**src/dpc_pkg.sv**
```systemverilog
// Constants, state encoding and timing counts for the DDR pSRAM host controller
package dpc_pkg;
    // Reference clock period and derived counts
    localparam int REF_PERIOD_NS = 25;
    localparam int MRST_TIME_NS = 200;
    localparam int MRST_CYC = (MRST_TIME_NS + REF_PERIOD_NS - 1) / REF_PERIOD_NS;
    localparam int CS_HIGH_NS = 50;
    localparam int CS_HIGH_CYC = (CS_HIGH_NS + REF_PERIOD_NS - 1) / REF_PERIOD_NS;
    // Initial access latency in bus clock cycles, doubled on refresh
    localparam int LAT_CYC = 6;
    localparam int LAT_EDGES = 2 * LAT_CYC;
    localparam int LAT_EDGES_REFRESH = 4 * LAT_CYC;
    // Read strobe silence allowed before the transaction is abandoned
    localparam int RD_IDLE_CYC = 64;
    // Command-address layout
    localparam int CA_BYTES = 6;
    localparam int CA_RW_BIT = 47;
    localparam int CA_SPACE_BIT = 46;
    localparam int CA_BURST_BIT = 45;
    localparam int CA_ROW_LSB = 16;
    localparam int CA_COL_W = 3;
    // Word address space: two dies of 2^24 16-bit words each
    localparam int ADDR_W = 25;
    localparam int DIE_LOG2 = 24;
    localparam int LEN_W = 9;
    localparam int CNT_W = 8;

    typedef enum logic [6:0] {
        ST_RESET = 7'h01,
        ST_IDLE = 7'h02,
        ST_CA = 7'h04,
        ST_LAT = 7'h08,
        ST_WRITE = 7'h10,
        ST_READ = 7'h20,
        ST_END = 7'h40
    } dpc_state_t;
endpackage : dpc_pkg

```
**src/dpc_pin_sync.sv**
```systemverilog
// Three-stage synchroniser for pins sampled from the memory bus
`timescale 1ns/1ps
module dpc_pin_sync #(
    parameter int W = 9
) (
    input wire logic ref_clk,
    input wire logic rst_n,
    input wire logic [W-1:0] pin_i,
    output logic [W-1:0] stage2_o,
    output logic [W-1:0] stage3_o
);
    logic [W-1:0] s1_q;
    logic [W-1:0] s2_q;
    logic [W-1:0] s3_q;

    // First stage feeds only the second one
    always_ff @(posedge ref_clk or negedge rst_n) begin
        if (!rst_n) begin
            s1_q <= '0;
            s2_q <= '0;
            s3_q <= '0;
        end else begin
            s1_q <= pin_i;
            s2_q <= s1_q;
            s3_q <= s2_q;
        end
    end

    assign stage2_o = s2_q;
    assign stage3_o = s3_q;
endmodule : dpc_pin_sync

```
**src/dpc_host.sv**
```systemverilog
// Host controller driving a DDR pseudo-static DRAM over its 8-bit bus
// Function
// - 8-bit DDR bus, 16-bit word addressing
// - First two CA cycles: row, burst type
// - Third CA cycle: word within row
// - Strobe high in CA: longer latency
// - Host never crosses the die boundary
// - Select falling starts a transaction
// - Select rising ends a transaction
// - One select line per device
// - Differential clock references the crossing
// - Clock may stop between transfers
// - Command, address, data share eight lines
// - Host drives strobe as write mask
// - CA bit 47: 1 read, 0 write
// - CA bit 45: 0 wrapped, 1 linear
`timescale 1ns/1ps
module dpc_host (
    input wire logic ref_clk,
    input wire logic rst_n,
    input wire logic req_valid,
    output logic req_ready,
    input wire logic req_write,
    input wire logic req_linear,
    input wire logic [dpc_pkg::ADDR_W-1:0] req_addr,
    input wire logic [7:0] req_len,
    input wire logic wr_valid,
    output logic wr_ready,
    input wire logic [15:0] wr_data,
    input wire logic [1:0] wr_mask,
    output logic [15:0] rd_data,
    output logic rd_valid,
    output logic done,
    output logic refresh_seen,
    output logic mem_cs_n,
    output logic mem_ck,
    output logic mem_ck_n,
    output logic mem_reset_n,
    output logic [7:0] mem_dq_o,
    output logic mem_dq_oe,
    input wire logic [7:0] mem_dq_i,
    output logic mem_strobe_mask_o,
    output logic mem_strobe_mask_oe,
    input wire logic mem_strobe_mask_i
);
    typedef struct packed {
        dpc_pkg::dpc_state_t st;
        logic ph;
        logic ck;
        logic ck_n;
        logic cs_n;
        logic mrst_n;
        logic [7:0] dq;
        logic dq_oe;
        logic sm;
        logic sm_oe;
        logic [dpc_pkg::CNT_W-1:0] cnt;
        logic [2:0] idx;
        logic [47:0] ca;
        logic wr;
        logic [dpc_pkg::LEN_W-1:0] len;
        logic hi;
        logic [7:0] wlo;
        logic wmlo;
        logic [7:0] rhi;
        logic [15:0] rdat;
        logic rvld;
        logic dn;
        logic refr;
        logic last_sm;
        logic pend;
    } dpc_host_state_t;

    dpc_host_state_t s_q;
    dpc_host_state_t s_d;
    logic [8:0] sync2;
    logic [8:0] sync3;
    logic sm_stable;

    // Strobe and data pass the same pipeline so their skew is kept
    dpc_pin_sync #(.W(9)) u_sync (
        .ref_clk(ref_clk),
        .rst_n(rst_n),
        .pin_i({mem_strobe_mask_i, mem_dq_i}),
        .stage2_o(sync2),
        .stage3_o(sync3)
    );

    assign sm_stable = (sync2[8] == sync3[8]);

    // Command-address word: direction, space, burst, row and column
    function automatic logic [47:0] ca_build(input logic wr, input logic lin,
                                             input logic [dpc_pkg::ADDR_W-1:0] a);
        logic [47:0] c;
        c = '0;
        c[dpc_pkg::CA_RW_BIT] = ~wr;
        c[dpc_pkg::CA_SPACE_BIT] = 1'b0;
        c[dpc_pkg::CA_BURST_BIT] = lin;
        c[dpc_pkg::CA_ROW_LSB +: (dpc_pkg::ADDR_W - dpc_pkg::CA_COL_W)] =
            a[dpc_pkg::ADDR_W-1:dpc_pkg::CA_COL_W];
        c[dpc_pkg::CA_COL_W-1:0] = a[dpc_pkg::CA_COL_W-1:0];
        return c;
    endfunction : ca_build

    // Words left before the die end; linear bursts are clipped there
    function automatic logic [dpc_pkg::LEN_W-1:0] die_clip(input logic lin,
            input logic [dpc_pkg::ADDR_W-1:0] a, input logic [7:0] n);
        logic [dpc_pkg::DIE_LOG2:0] room;
        logic [dpc_pkg::LEN_W-1:0] want;
        room = {1'b1, {dpc_pkg::DIE_LOG2{1'b0}}} - {1'b0, a[dpc_pkg::DIE_LOG2-1:0]};
        want = (n == 8'h00) ? 9'h001 : {1'b0, n};
        if (lin && room < {{(dpc_pkg::DIE_LOG2 + 1 - dpc_pkg::LEN_W){1'b0}}, want}) begin
            return room[dpc_pkg::LEN_W-1:0];
        end
        return want;
    endfunction : die_clip

    // Whole controller: one next-state copy of the state struct
    always_comb begin
        s_d = s_q;
        s_d.rvld = 1'b0;
        s_d.dn = 1'b0;
        case (s_q.st)
            dpc_pkg::ST_RESET: begin
                s_d.mrst_n = 1'b0;
                if (s_q.cnt == 8'(dpc_pkg::MRST_CYC - 1)) begin
                    s_d.mrst_n = 1'b1;
                    s_d.cnt = '0;
                    s_d.st = dpc_pkg::ST_IDLE;
                end else begin
                    s_d.cnt = s_q.cnt + 8'h01;
                end
            end
            dpc_pkg::ST_IDLE: begin
                // select falls with the clock idle low
                if (req_valid) begin
                    s_d.ca = ca_build(req_write, req_linear, req_addr);
                    s_d.wr = req_write;
                    // never run past the die end
                    s_d.len = die_clip(req_linear, req_addr, req_len);
                    s_d.cs_n = 1'b0;
                    s_d.ph = 1'b0;
                    s_d.idx = 3'h0;
                    s_d.dq_oe = 1'b1;
                    s_d.st = dpc_pkg::ST_CA;
                end
            end
            dpc_pkg::ST_CA: begin
                // command and address on the data lines, centred on edges
                if (!s_q.ph) begin
                    s_d.dq = s_q.ca[8'(47 - 8 * s_q.idx) -: 8];
                end else begin
                    s_d.ck = ~s_q.ck;
                    if (s_q.idx == 3'(dpc_pkg::CA_BYTES - 1)) begin
                        // strobe high during CA asks for the longer wait
                        s_d.refr = sync3[8] & sm_stable;
                        s_d.cnt = (sync3[8] & sm_stable) ?
                            8'(dpc_pkg::LAT_EDGES_REFRESH - 1) : 8'(dpc_pkg::LAT_EDGES - 1);
                        s_d.st = dpc_pkg::ST_LAT;
                    end else begin
                        s_d.idx = s_q.idx + 3'h1;
                    end
                end
                s_d.ph = ~s_q.ph;
            end
            dpc_pkg::ST_LAT: begin
                // latency edges keep running before data moves
                s_d.dq_oe = 1'b0;
                if (s_q.ph) begin
                    s_d.ck = ~s_q.ck;
                    if (s_q.cnt == 8'h00) begin
                        s_d.st = s_q.wr ? dpc_pkg::ST_WRITE : dpc_pkg::ST_READ;
                        s_d.last_sm = sync3[8];
                        s_d.hi = 1'b1;
                        s_d.cnt = 8'(dpc_pkg::RD_IDLE_CYC);
                    end else begin
                        s_d.cnt = s_q.cnt - 8'h01;
                    end
                end
                s_d.ph = ~s_q.ph;
            end
            dpc_pkg::ST_WRITE: begin
                if (!s_q.ph) begin
                    if (s_q.hi && s_q.len == 9'h000) begin
                        // last word gone: release lines, then deselect
                        s_d.dq_oe = 1'b0;
                        s_d.sm_oe = 1'b0;
                        s_d.cnt = '0;
                        s_d.st = dpc_pkg::ST_END;
                    end else if (s_q.hi) begin
                        // no data yet: hold the clock low instead of sending
                        if (wr_valid) begin
                            // upper byte first, lower byte kept for next edge
                            s_d.dq = wr_data[15:8];
                            s_d.sm = wr_mask[1];
                            s_d.wlo = wr_data[7:0];
                            s_d.wmlo = wr_mask[0];
                            s_d.dq_oe = 1'b1;
                            s_d.sm_oe = 1'b1;
                            s_d.ph = 1'b1;
                        end
                    end else begin
                        s_d.dq = s_q.wlo;
                        s_d.sm = s_q.wmlo;
                        s_d.ph = 1'b1;
                    end
                end else begin
                    s_d.ck = ~s_q.ck;
                    s_d.ph = 1'b0;
                    s_d.hi = ~s_q.hi;
                    if (!s_q.hi) begin
                        // Lines stay driven one more cycle for hold after the edge
                        s_d.len = s_q.len - 9'h001;
                    end
                end
            end
            dpc_pkg::ST_READ: begin
                // lines released; clock runs until all words arrive
                if (s_q.ph) begin
                    s_d.ck = ~s_q.ck;
                end
                s_d.ph = ~s_q.ph;
                s_d.cnt = s_q.cnt - 8'h01;
                // Strobe change seen; data taken one cycle later, mid-byte
                if (sm_stable && sync3[8] != s_q.last_sm) begin
                    s_d.last_sm = sync3[8];
                    s_d.pend = 1'b1;
                    s_d.cnt = 8'(dpc_pkg::RD_IDLE_CYC);
                end
                if (s_q.pend) begin
                    s_d.pend = 1'b0;
                    // two bytes pair into one word, first byte on top
                    if (s_q.hi) begin
                        s_d.rhi = sync3[7:0];
                        s_d.hi = 1'b0;
                    end else begin
                        s_d.rdat = {s_q.rhi, sync3[7:0]};
                        s_d.rvld = 1'b1;
                        s_d.hi = 1'b1;
                        s_d.len = s_q.len - 9'h001;
                    end
                end
                // Stalled device would hang the bus; give up after silence
                if ((s_q.pend && !s_q.hi && s_q.len == 9'h001) || s_q.cnt == 8'h00) begin
                    s_d.st = dpc_pkg::ST_END;
                    s_d.cnt = '0;
                    s_d.pend = 1'b0;
                end
            end
            dpc_pkg::ST_END: begin
                // select rises whatever the burst progress
                s_d.cs_n = 1'b1;
                s_d.ck = 1'b0;
                s_d.ph = 1'b0;
                s_d.dq_oe = 1'b0;
                s_d.sm_oe = 1'b0;
                s_d.sm = 1'b0;
                if (s_q.cnt == 8'(dpc_pkg::CS_HIGH_CYC - 1)) begin
                    s_d.dn = 1'b1;
                    s_d.st = dpc_pkg::ST_IDLE;
                end else begin
                    s_d.cnt = s_q.cnt + 8'h01;
                end
            end
            default: begin
                s_d.st = dpc_pkg::ST_END;
                s_d.cnt = '0;
            end
        endcase
        // complement clock crosses the true one at every edge
        s_d.ck_n = ~s_d.ck;
    end

    // State register; reset holds the memory in its own reset
    always_ff @(posedge ref_clk or negedge rst_n) begin
        if (!rst_n) begin
            s_q <= '0;
            s_q.st <= dpc_pkg::ST_RESET;
            s_q.cs_n <= 1'b1;
            s_q.ck_n <= 1'b1;
            s_q.hi <= 1'b1;
        end else begin
            s_q <= s_d;
        end
    end

    assign req_ready = (s_q.st == dpc_pkg::ST_IDLE);
    assign wr_ready = (s_q.st == dpc_pkg::ST_WRITE) && !s_q.ph && s_q.hi && wr_valid &&
                      (s_q.len != 9'h000);
    assign rd_data = s_q.rdat;
    assign rd_valid = s_q.rvld;
    assign done = s_q.dn;
    assign refresh_seen = s_q.refr;
    // this controller owns one dedicated select
    assign mem_cs_n = s_q.cs_n;
    assign mem_ck = s_q.ck;
    assign mem_ck_n = s_q.ck_n;
    assign mem_reset_n = s_q.mrst_n;
    assign mem_dq_o = s_q.dq;
    assign mem_dq_oe = s_q.dq_oe;
    assign mem_strobe_mask_o = s_q.sm;
    assign mem_strobe_mask_oe = s_q.sm_oe;
endmodule : dpc_host

```
**config.mk**
```make
export PLATFORM = sky130hd
export DESIGN_NAME = dpc_host
export DESIGN_NICKNAME = d
export VERILOG_FILES = /design/src/dpc_pkg.sv /design/src/dpc_pin_sync.sv /design/src/dpc_host.sv
export SDC_FILE = /design/constraint.sdc
export NUM_CORES = 1
export LEC_CHECK = 0
export BUFFER_PORTS_ARGS = -buffer_cell sky130_fd_sc_hd__buf_4
export CORE_MARGIN = 3
export CORE_UTILIZATION = 45
export CTS_CLUSTER_DIAMETER = 60
export DETAILED_ROUTE_END_ITERATION = 12
export PLACE_DENSITY_LB_ADDON = 0.15
export SYNTH_ARGS = -nofsm -noshare
export SYNTH_HDL_FRONTEND = slang
export SYNTH_SLANG_ARGS = --single-unit
```
**constraint.sdc**
```tcl
create_clock -name ref_clk -period 2.9 [get_ports ref_clk]
set_clock_uncertainty 0.2 [all_clocks]
set_input_delay 0.29 -clock ref_clk [delete_from_list [all_inputs] [get_ports ref_clk]]
set_output_delay 0.29 -clock ref_clk [all_outputs]
set_load 0.02 [all_outputs]
```
==> reports/metrics.yaml, run 1 <==
status:
  status: "finished clean"
min_path:
  hold_path_depth: 3
  hold_path_class: "input pin to flip-flop"
  hold_end: "s_q[41]"
  min_from: "req_len[2]"
critical_path:
  critPathMaxFanout: 6
  crit_start: "req_addr[14]"
  path_class: "input pin to flip-flop"
  timing.reg2reg.setup_slack_ns: 0.25
  r2r_cells: 9
  worst_r2r_endpoint: "s_q[104]"
  rr_startpoint: "s_q[124]"
  startpoint_type: "input pin"
  crit_required_ns: 2.98
  critPathArrivalTime_ns: 2.97
  end_kind: "flip-flop"
clock_network:
  tritoncts: "done"
  cts_buffers: 17
  insertion_delay_ns: 0.42
  htree_levels: 4
  cts_buffer_depth: 2
  clk_pin_slew_ns: 0.06
  numClockSinks: 137
  cts_root_buf: "clkbuf_16"
final_layout:
  layout-drive-gt1-share: 0.3359
  design_area_mm2: 0.009622
  final_core_utilization: 0.6214
  n_antenna_cell: 0
  area_delta_synth_final_pct: 32.63
  layout.nets: 970
  final_cell_mix: "158 x buf_4, 130 x dfrtp_1, 66 x mux2_2"
  final_common_cell: "buf_4"
  finalNonFillerCells: 1110
synthesis:
  synth-seq-cells: 137
  syn_area_mm2: 0.007254
  synth-main-ff-cell: "dfrtp_1"
  ys_warn_count: 0
  synth_edf_count: 0
  synth-async-reset-ratio: 1.000
  synth.distinct_cells: 73
  synthCells: 706
  synth-seq-area-share: 0.4733
  syn-num-nets: 790
  syn_area_per_cell_um2: 10.28
floorplanning:
  ios: 102
  die_w_um: 133.0
  rows: 45
  core-area_mm2: 0.01548
  start_util: 0.4685
  die-area_mm2: 0.01768
  die_h_um: 133.0
sta:
  final_max_slew_viol_count: 0
  fmax_mhz: 345.4
  slew-limit-headroom: 0.6006
  rsz0062_at_grt: "yes"
  worst_slew_pin_slew_ns: 0.5991
  whs_ns: 0.01763
  hold_viol: 0
  post-route-period-util: 0.9983
  fin_crit_ns: 2.895
  setup_viol: 0
global_routing:
  antenna_found_initial: 0
  first_global_vias: 5950
  gr-total-overflow: 0
  grt_use_total: 0.2159
  grt_max_degree: 67
  grt_first_pass_wirelength_um: 30460
drt:
  antenna_left: 0
  viasPerCell: 5.383
  vias: 5975
  drc_errors: 0
  initialDrtViolationCount: 389
  finalWirelength_um: 18800
  detail_route.wl_per_cell_um: 16.94
  firstDrtPassIters: 7
power_and_ir_drop:
  finalPower_uw: 7243
  p_leak_uw: 0.004429
  power.density_mw_per_mm2: 752.7
  ir_drop_uv: 429.0
placement:
  dpl.hpwl_um: 13920
  place_congestion: 0.9447
  io_buffers: 101
  place_area_mm2: 0.008503
  numPlacedInstances: 1029
job:
  max-cap-violations: 0
## registers in the layout, indices dropped and copies added (netlist names), 8 cells and up
signal           count
mem_dq_o             8
rd_data             16
s_q                 76
u_sync.s1_q          9
u_sync.stage2_o      9
u_sync.stage3_o      9
## worst max path at each step
stage / to / slack, ns
after CTS: s_q[41] / 0.01
after detailed placement: s_q[39] / -0.49
after global placement: s_q[39] / -0.33
after floorplan: s_q[39] / -0.1
after global routing: s_q[43] / -0.09
final: s_q[41] / 0.005
## cell type report
type,count,area (um2)
fillers,1256,5862
multi-input cells,494,3501
flip-flops and latches,137,3437
repair buffers,209,1717
clock buffers,18,439.2
well taps,211,264.0
clock inverters,14,155.1
inverters,27,108.9
## critical path, stage by stage
cell and delay (ns):
dlygate4sd3_1 0.53, buf_4 0.15, or4_1 0.58, nor2_2 0.21, and4_1 0.23, nand3_1 0.10, a21oi_2 0.25, nand4_4 0.19
buf_4 0.19, mux2i_1 0.14, o211ai_1 0.10
## timing repair
item / 4_1_cts / 5_1_grt
gates resized for setup: 1 / 10
endpoints found under the setup margin: 2 / 8
cloned: 0 / 0
pin swaps: 1 / 0
hold buffers: 45 / 0
buffers inserted: 3 / 1
endpoints found under the hold margin: 109 / 0
## cells in the mapped netlist, types with 3 or more instances
cell	number	area share
dfrtp_1	133	0.46
mux2_2	66	0.10
nand2_1	62	0.032
o21ai_0	60	0.041
nor2_1	58	0.030
a21oi_1	29	0.020
inv_1	27	0.014
buf_4	25	0.026
nand3_1	22	0.015
ha_1	18	0.031
clkbuf_1	17	0.0088
nor3_1	15	0.010
mux2i_1	14	0.019
a31oi_1	12	0.010
nor2b_1	9	0.0078
nor4_1	8	0.0069
or3_1	8	0.0069
xnor2_1	8	0.0097
nand2b_1	7	0.0060
xor2_1	7	0.0085
a21o_1	5	0.0052
nand4_1	5	0.0043
o211ai_1	5	0.0052
a41oi_1	4	0.0048
dfstp_2	4	0.014
buf_1	3	0.0016
buf_2	3	0.0021
nor3_2	3	0.0041
nor3b_1	3	0.0031
nor4_4	3	0.0088
o21ai_1	3	0.0021
o31a_1	3	0.0036
or4_1	3	0.0031
## power breakdown
part           switching, uW  leakage [uW]  internal [uW]
registers                326       0.00176           2350
logic                   1310       0.00239           1120
clock network            899      0.000283           1240
## per-stage QoR
step	TNS, ns	worst slack (ns)
after floorplan	-0.1004	-0.09801
after global placement	-1.865	-0.3332
after detailed placement	-3.183	-0.4922
after CTS	0	0.01344
after global routing	-0.5001	-0.08503
final	0	0.004951
## logic make-up after synthesis
family                   count (synthesis)  synth area share
multiplexers                            82            0.1254
AO/OA/AOI/OAI                          146            0.1247
flip-flops                             137            0.4733
adder cells (fa/ha/maj)                 18           0.03105
buffers and inverters                   75           0.05226
XOR/XNOR                                15           0.01811
AND/OR/NAND/NOR                        233            0.1752
## routing by layer
metal,share of wire,up-vias,global-route usage
li1,-,2879,-
met1,0.45,2915,0.2768
met2,0.49,155,0.3527
met3,0.044,26,0.05399
met4,0.025,0,0.08314
met5,0,-,0
Note: power is estimated with default switching activity, not from simulation.
==> inputs of run 2 (changes only) <==
--- a/config.mk
+++ b/config.mk
@@ -10,6 +10,7 @@
 export CORE_UTILIZATION = 45
 export CTS_CLUSTER_DIAMETER = 60
 export DETAILED_ROUTE_END_ITERATION = 12
+export HOLD_SLACK_MARGIN = 0.1
 export PLACE_DENSITY_LB_ADDON = 0.15
 export SYNTH_ARGS = -nofsm -noshare
 export SYNTH_HDL_FRONTEND = slang
==> run 2 against run 1 <==
Compared with the run above: non-clock buffer count up 16; combinational power is essentially flat; critical path type unchanged; maximum frequency is 1.1% higher; worst setup slack improved by 0.032 ns; routed wire length grew 0.96%.
==> reports/metrics.yaml, run 2 (synthesis gave the netlist of run 1 again) <==
sta:
  slew-limit-headroom: 0.5993  # was 0.6006
  post-route-period-util: 0.9871  # was 0.9983
  hold_viol: 0  # unchanged
  setup_viol: 0  # unchanged
  final_max_slew_viol_count: 0  # unchanged
  whs_ns: 0.1249  # was 0.01763 ns
  fmax_mhz: 349.3  # was 345.4 MHz
  worst_slew_pin_slew_ns: 0.6011  # was 0.5991 ns
  fin_crit_ns: 2.863  # was 2.895 ns
  rsz0062_at_grt: "yes"  # unchanged
  fin_ws_ns: 0.03735  # was 0.004951 ns
power_and_ir_drop:
  power.density_mw_per_mm2: 739.7  # was 752.7 mW/mm2
  p_comb_frac: 0.338  # was 0.336
  ir_drop_uv: 432.3  # was 429.0 uV
  p_switching_uw: 2539  # was 2536 uW
  switching_share: 0.3496  # was 0.3501
  pwr-share-seq: 0.368  # was 0.369
  internal-power_uw: 4724  # was 4707 uW
  finalPower_uw: 7262  # was 7243 uW
  p_leak_uw: 0.004508  # was 0.004429 uW
  p_clk_frac: 0.295  # about the same
critical_path:
  path_cells: "buf_6, or4_4, nor2_4, xnor2_2, ha_1, nand3_2, nand2_1, a221oi_2, nand4b_2, nor4_4, nand4_4, buf_4, mux2i_1, o211ai_1"  # was dlygate4sd3_1, buf_4, or4_1, nor2_2, and4_1, nand3_1, a21oi_2, nand4_4, buf_4, mux2i_1, o211ai_1
  crit_required_ns: 2.98  # about the same
  critPathArrivalTime_ns: 2.94  # was 2.97 ns
  end_kind: "flip-flop"  # unchanged
  startpoint_type: "input pin"  # unchanged
  path_class: "input pin to flip-flop"  # unchanged
  critPathSlowestCell: "or4_4"  # was or4_1
  critPathMaxFanout: 6  # unchanged
  cp_slowest_stage_delay_ns: 0.55  # was 0.58 ns
floorplanning:
  die_h_um: 133.0  # unchanged
  core-area_mm2: 0.01548  # unchanged
  rows: 45  # unchanged
  ios: 102  # unchanged
  die_w_um: 133.0  # unchanged
  die-area_mm2: 0.01768  # unchanged
  start_util: 0.4685  # unchanged
final_layout:
  n_antenna_cell: 0  # unchanged
  top_register: "s_q"  # unchanged
  design_area_mm2: 0.009818  # was 0.009622 mm2
  area_delta_synth_final_pct: 35.34  # was 32.63%
  layout.nets: 986  # was 970
  layout-drive-gt1-share: 0.3399  # was 0.3359
  final_common_cell: "buf_4"  # unchanged
  largest_reg_flops: 76  # unchanged
  final_cell_mix: "160 x buf_4, 130 x dfrtp_1, 66 x mux2_2"  # was 158 x buf_4, 130 x dfrtp_1, 66 x mux2_2
  nFillCells: 1216  # was 1256
drt:
  initialDrtViolationCount: 376  # was 389
  viasPerCell: 5.358  # was 5.383
  finalWirelength_um: 18980  # was 18800 um
  vias: 6033  # was 5975
  detail_route.wl_per_cell_um: 16.86  # was 16.94 um
  drc_errors: 0  # unchanged
  firstDrtPassIters: 5  # was 7
  highest_layer: "met4"  # unchanged
  wl_met2_um: 9311  # was 9121 um
  met3_length_um: 825  # was 823 um
  wl_met1_um: 8412  # was 8390 um
  antenna_left: 0  # unchanged
global_routing:
  grt_use_total: 0.2162  # was 0.2159
  first_global_vias: 6061  # was 5950
  antenna_found_initial: 0  # unchanged
  grt_max_degree: 67  # unchanged
  gr-total-overflow: 0  # unchanged
  grt_first_pass_wirelength_um: 30620  # was 30460 um
clock_network:
  insertion_delay_ns: 0.42  # about the same
  htree_levels: 4  # unchanged
  cts_buffer_depth: 2  # unchanged
  clk_pin_slew_ns: 0.06  # about the same
  cts_root_buf: "clkbuf_16"  # unchanged
  cts_buffers: 17  # unchanged
  numClockSinks: 137  # unchanged
  tritoncts: "done"  # unchanged
job:
  max-cap-violations: 0  # unchanged
status:
  status: "finished clean"  # unchanged
min_path:
  hold_path_class: "input pin to flip-flop"  # unchanged
placement:
  place_congestion: 0.9447  # unchanged
  pre_cts_slack_ns: -0.4922  # unchanged
  place_area_mm2: 0.008503  # unchanged
  dpl.hpwl_um: 13920  # unchanged
  io_buffers: 101  # unchanged
## run 2: through the flow
step	TNS [ns]	utilization	instances
final	0	0.6341	1126
after global routing	-0.1979	0.6341	1126
after CTS	0	0.6271	1122
after detailed placement	-3.183	0.5492	1029
after global placement	-1.865	0.5492	1029
after floorplan	-0.1004	-	706
## run 2: final timing paths
path / startpoint / end / slack [ns] / depth (start not counted)
worst max-delay path: req_addr[1] / s_q[42] / 0.04 / 14
worst min-delay path: wr_data[12] / mem_dq_o[4] / 0.12 / 4
worst max register to register: s_q[124] / s_q[104] / 0.25 / 9
worst min register to register: u_sync.s1_q[3] / u_sync.stage2_o[3] / 0.15 / 0
max in group asynchronous: rst_n / s_q[38] / 1.50 / 3
min in group asynchronous: rst_n / rd_data[9] / 0.23 / 2
## run 2: power by group through the flow
| stage | Combinational [uW] | Clock (uW) | Sequential (uW) |
|---|---|---|---|
| after floorplan | 1530 | 0 | 2600 |
| after global placement | 2320 | 0 | 2680 |
| after detailed placement | 2370 | 0 | 2700 |
| after CTS | 2450 | 2200 | 2670 |
| after global routing | 2720 | 2290 | 2730 |
| final | 2450 | 2140 | 2670 |
## run 2: critical path, delay by kind of cell
family	cells	cell delay (ns)
adder cells (fa/ha/maj)	1	0.28
multiplexers	1	0.14
buffers and inverters	2	0.30
XOR/XNOR	1	0.13
AND/OR/NAND/NOR	7	1.40
AO/OA/AOI/OAI	2	0.39
## run 2: what timing repair did
| action | 4_1_cts | 5_1_grt |
|---|---|---|
| gates resized for setup | 1 | 20 |
| hold buffers | 58 | 0 |
| setup endpoints to repair | 2 | 8 |
| setup buffers | 3 | 4 |
| endpoints found under the hold margin | 122 | 0 |
| pin swaps | 1 | 3 |
## run 2: area by class of cell
cell class | count | area [um2] | area share
well taps | 211 | 264.0 | 0.02689
flip-flops and latches | 137 | 3437 | 0.3501
clock inverters | 14 | 155.1 | 0.01580
inverters | 27 | 108.9 | 0.01109
repair buffers | 225 | 1869 | 0.1904
clock buffers | 18 | 439.2 | 0.04473
multi-input cells | 494 | 3545 | 0.3610
## run 2: routing by layer
layer | vias to the layer above | track usage
li1 | 2908 | -
met1 | 2947 | 0.2776
met2 | 156 | 0.3564
met3 | 22 | 0.05247
met4 | 0 | 0.07794
met5 | - | 0
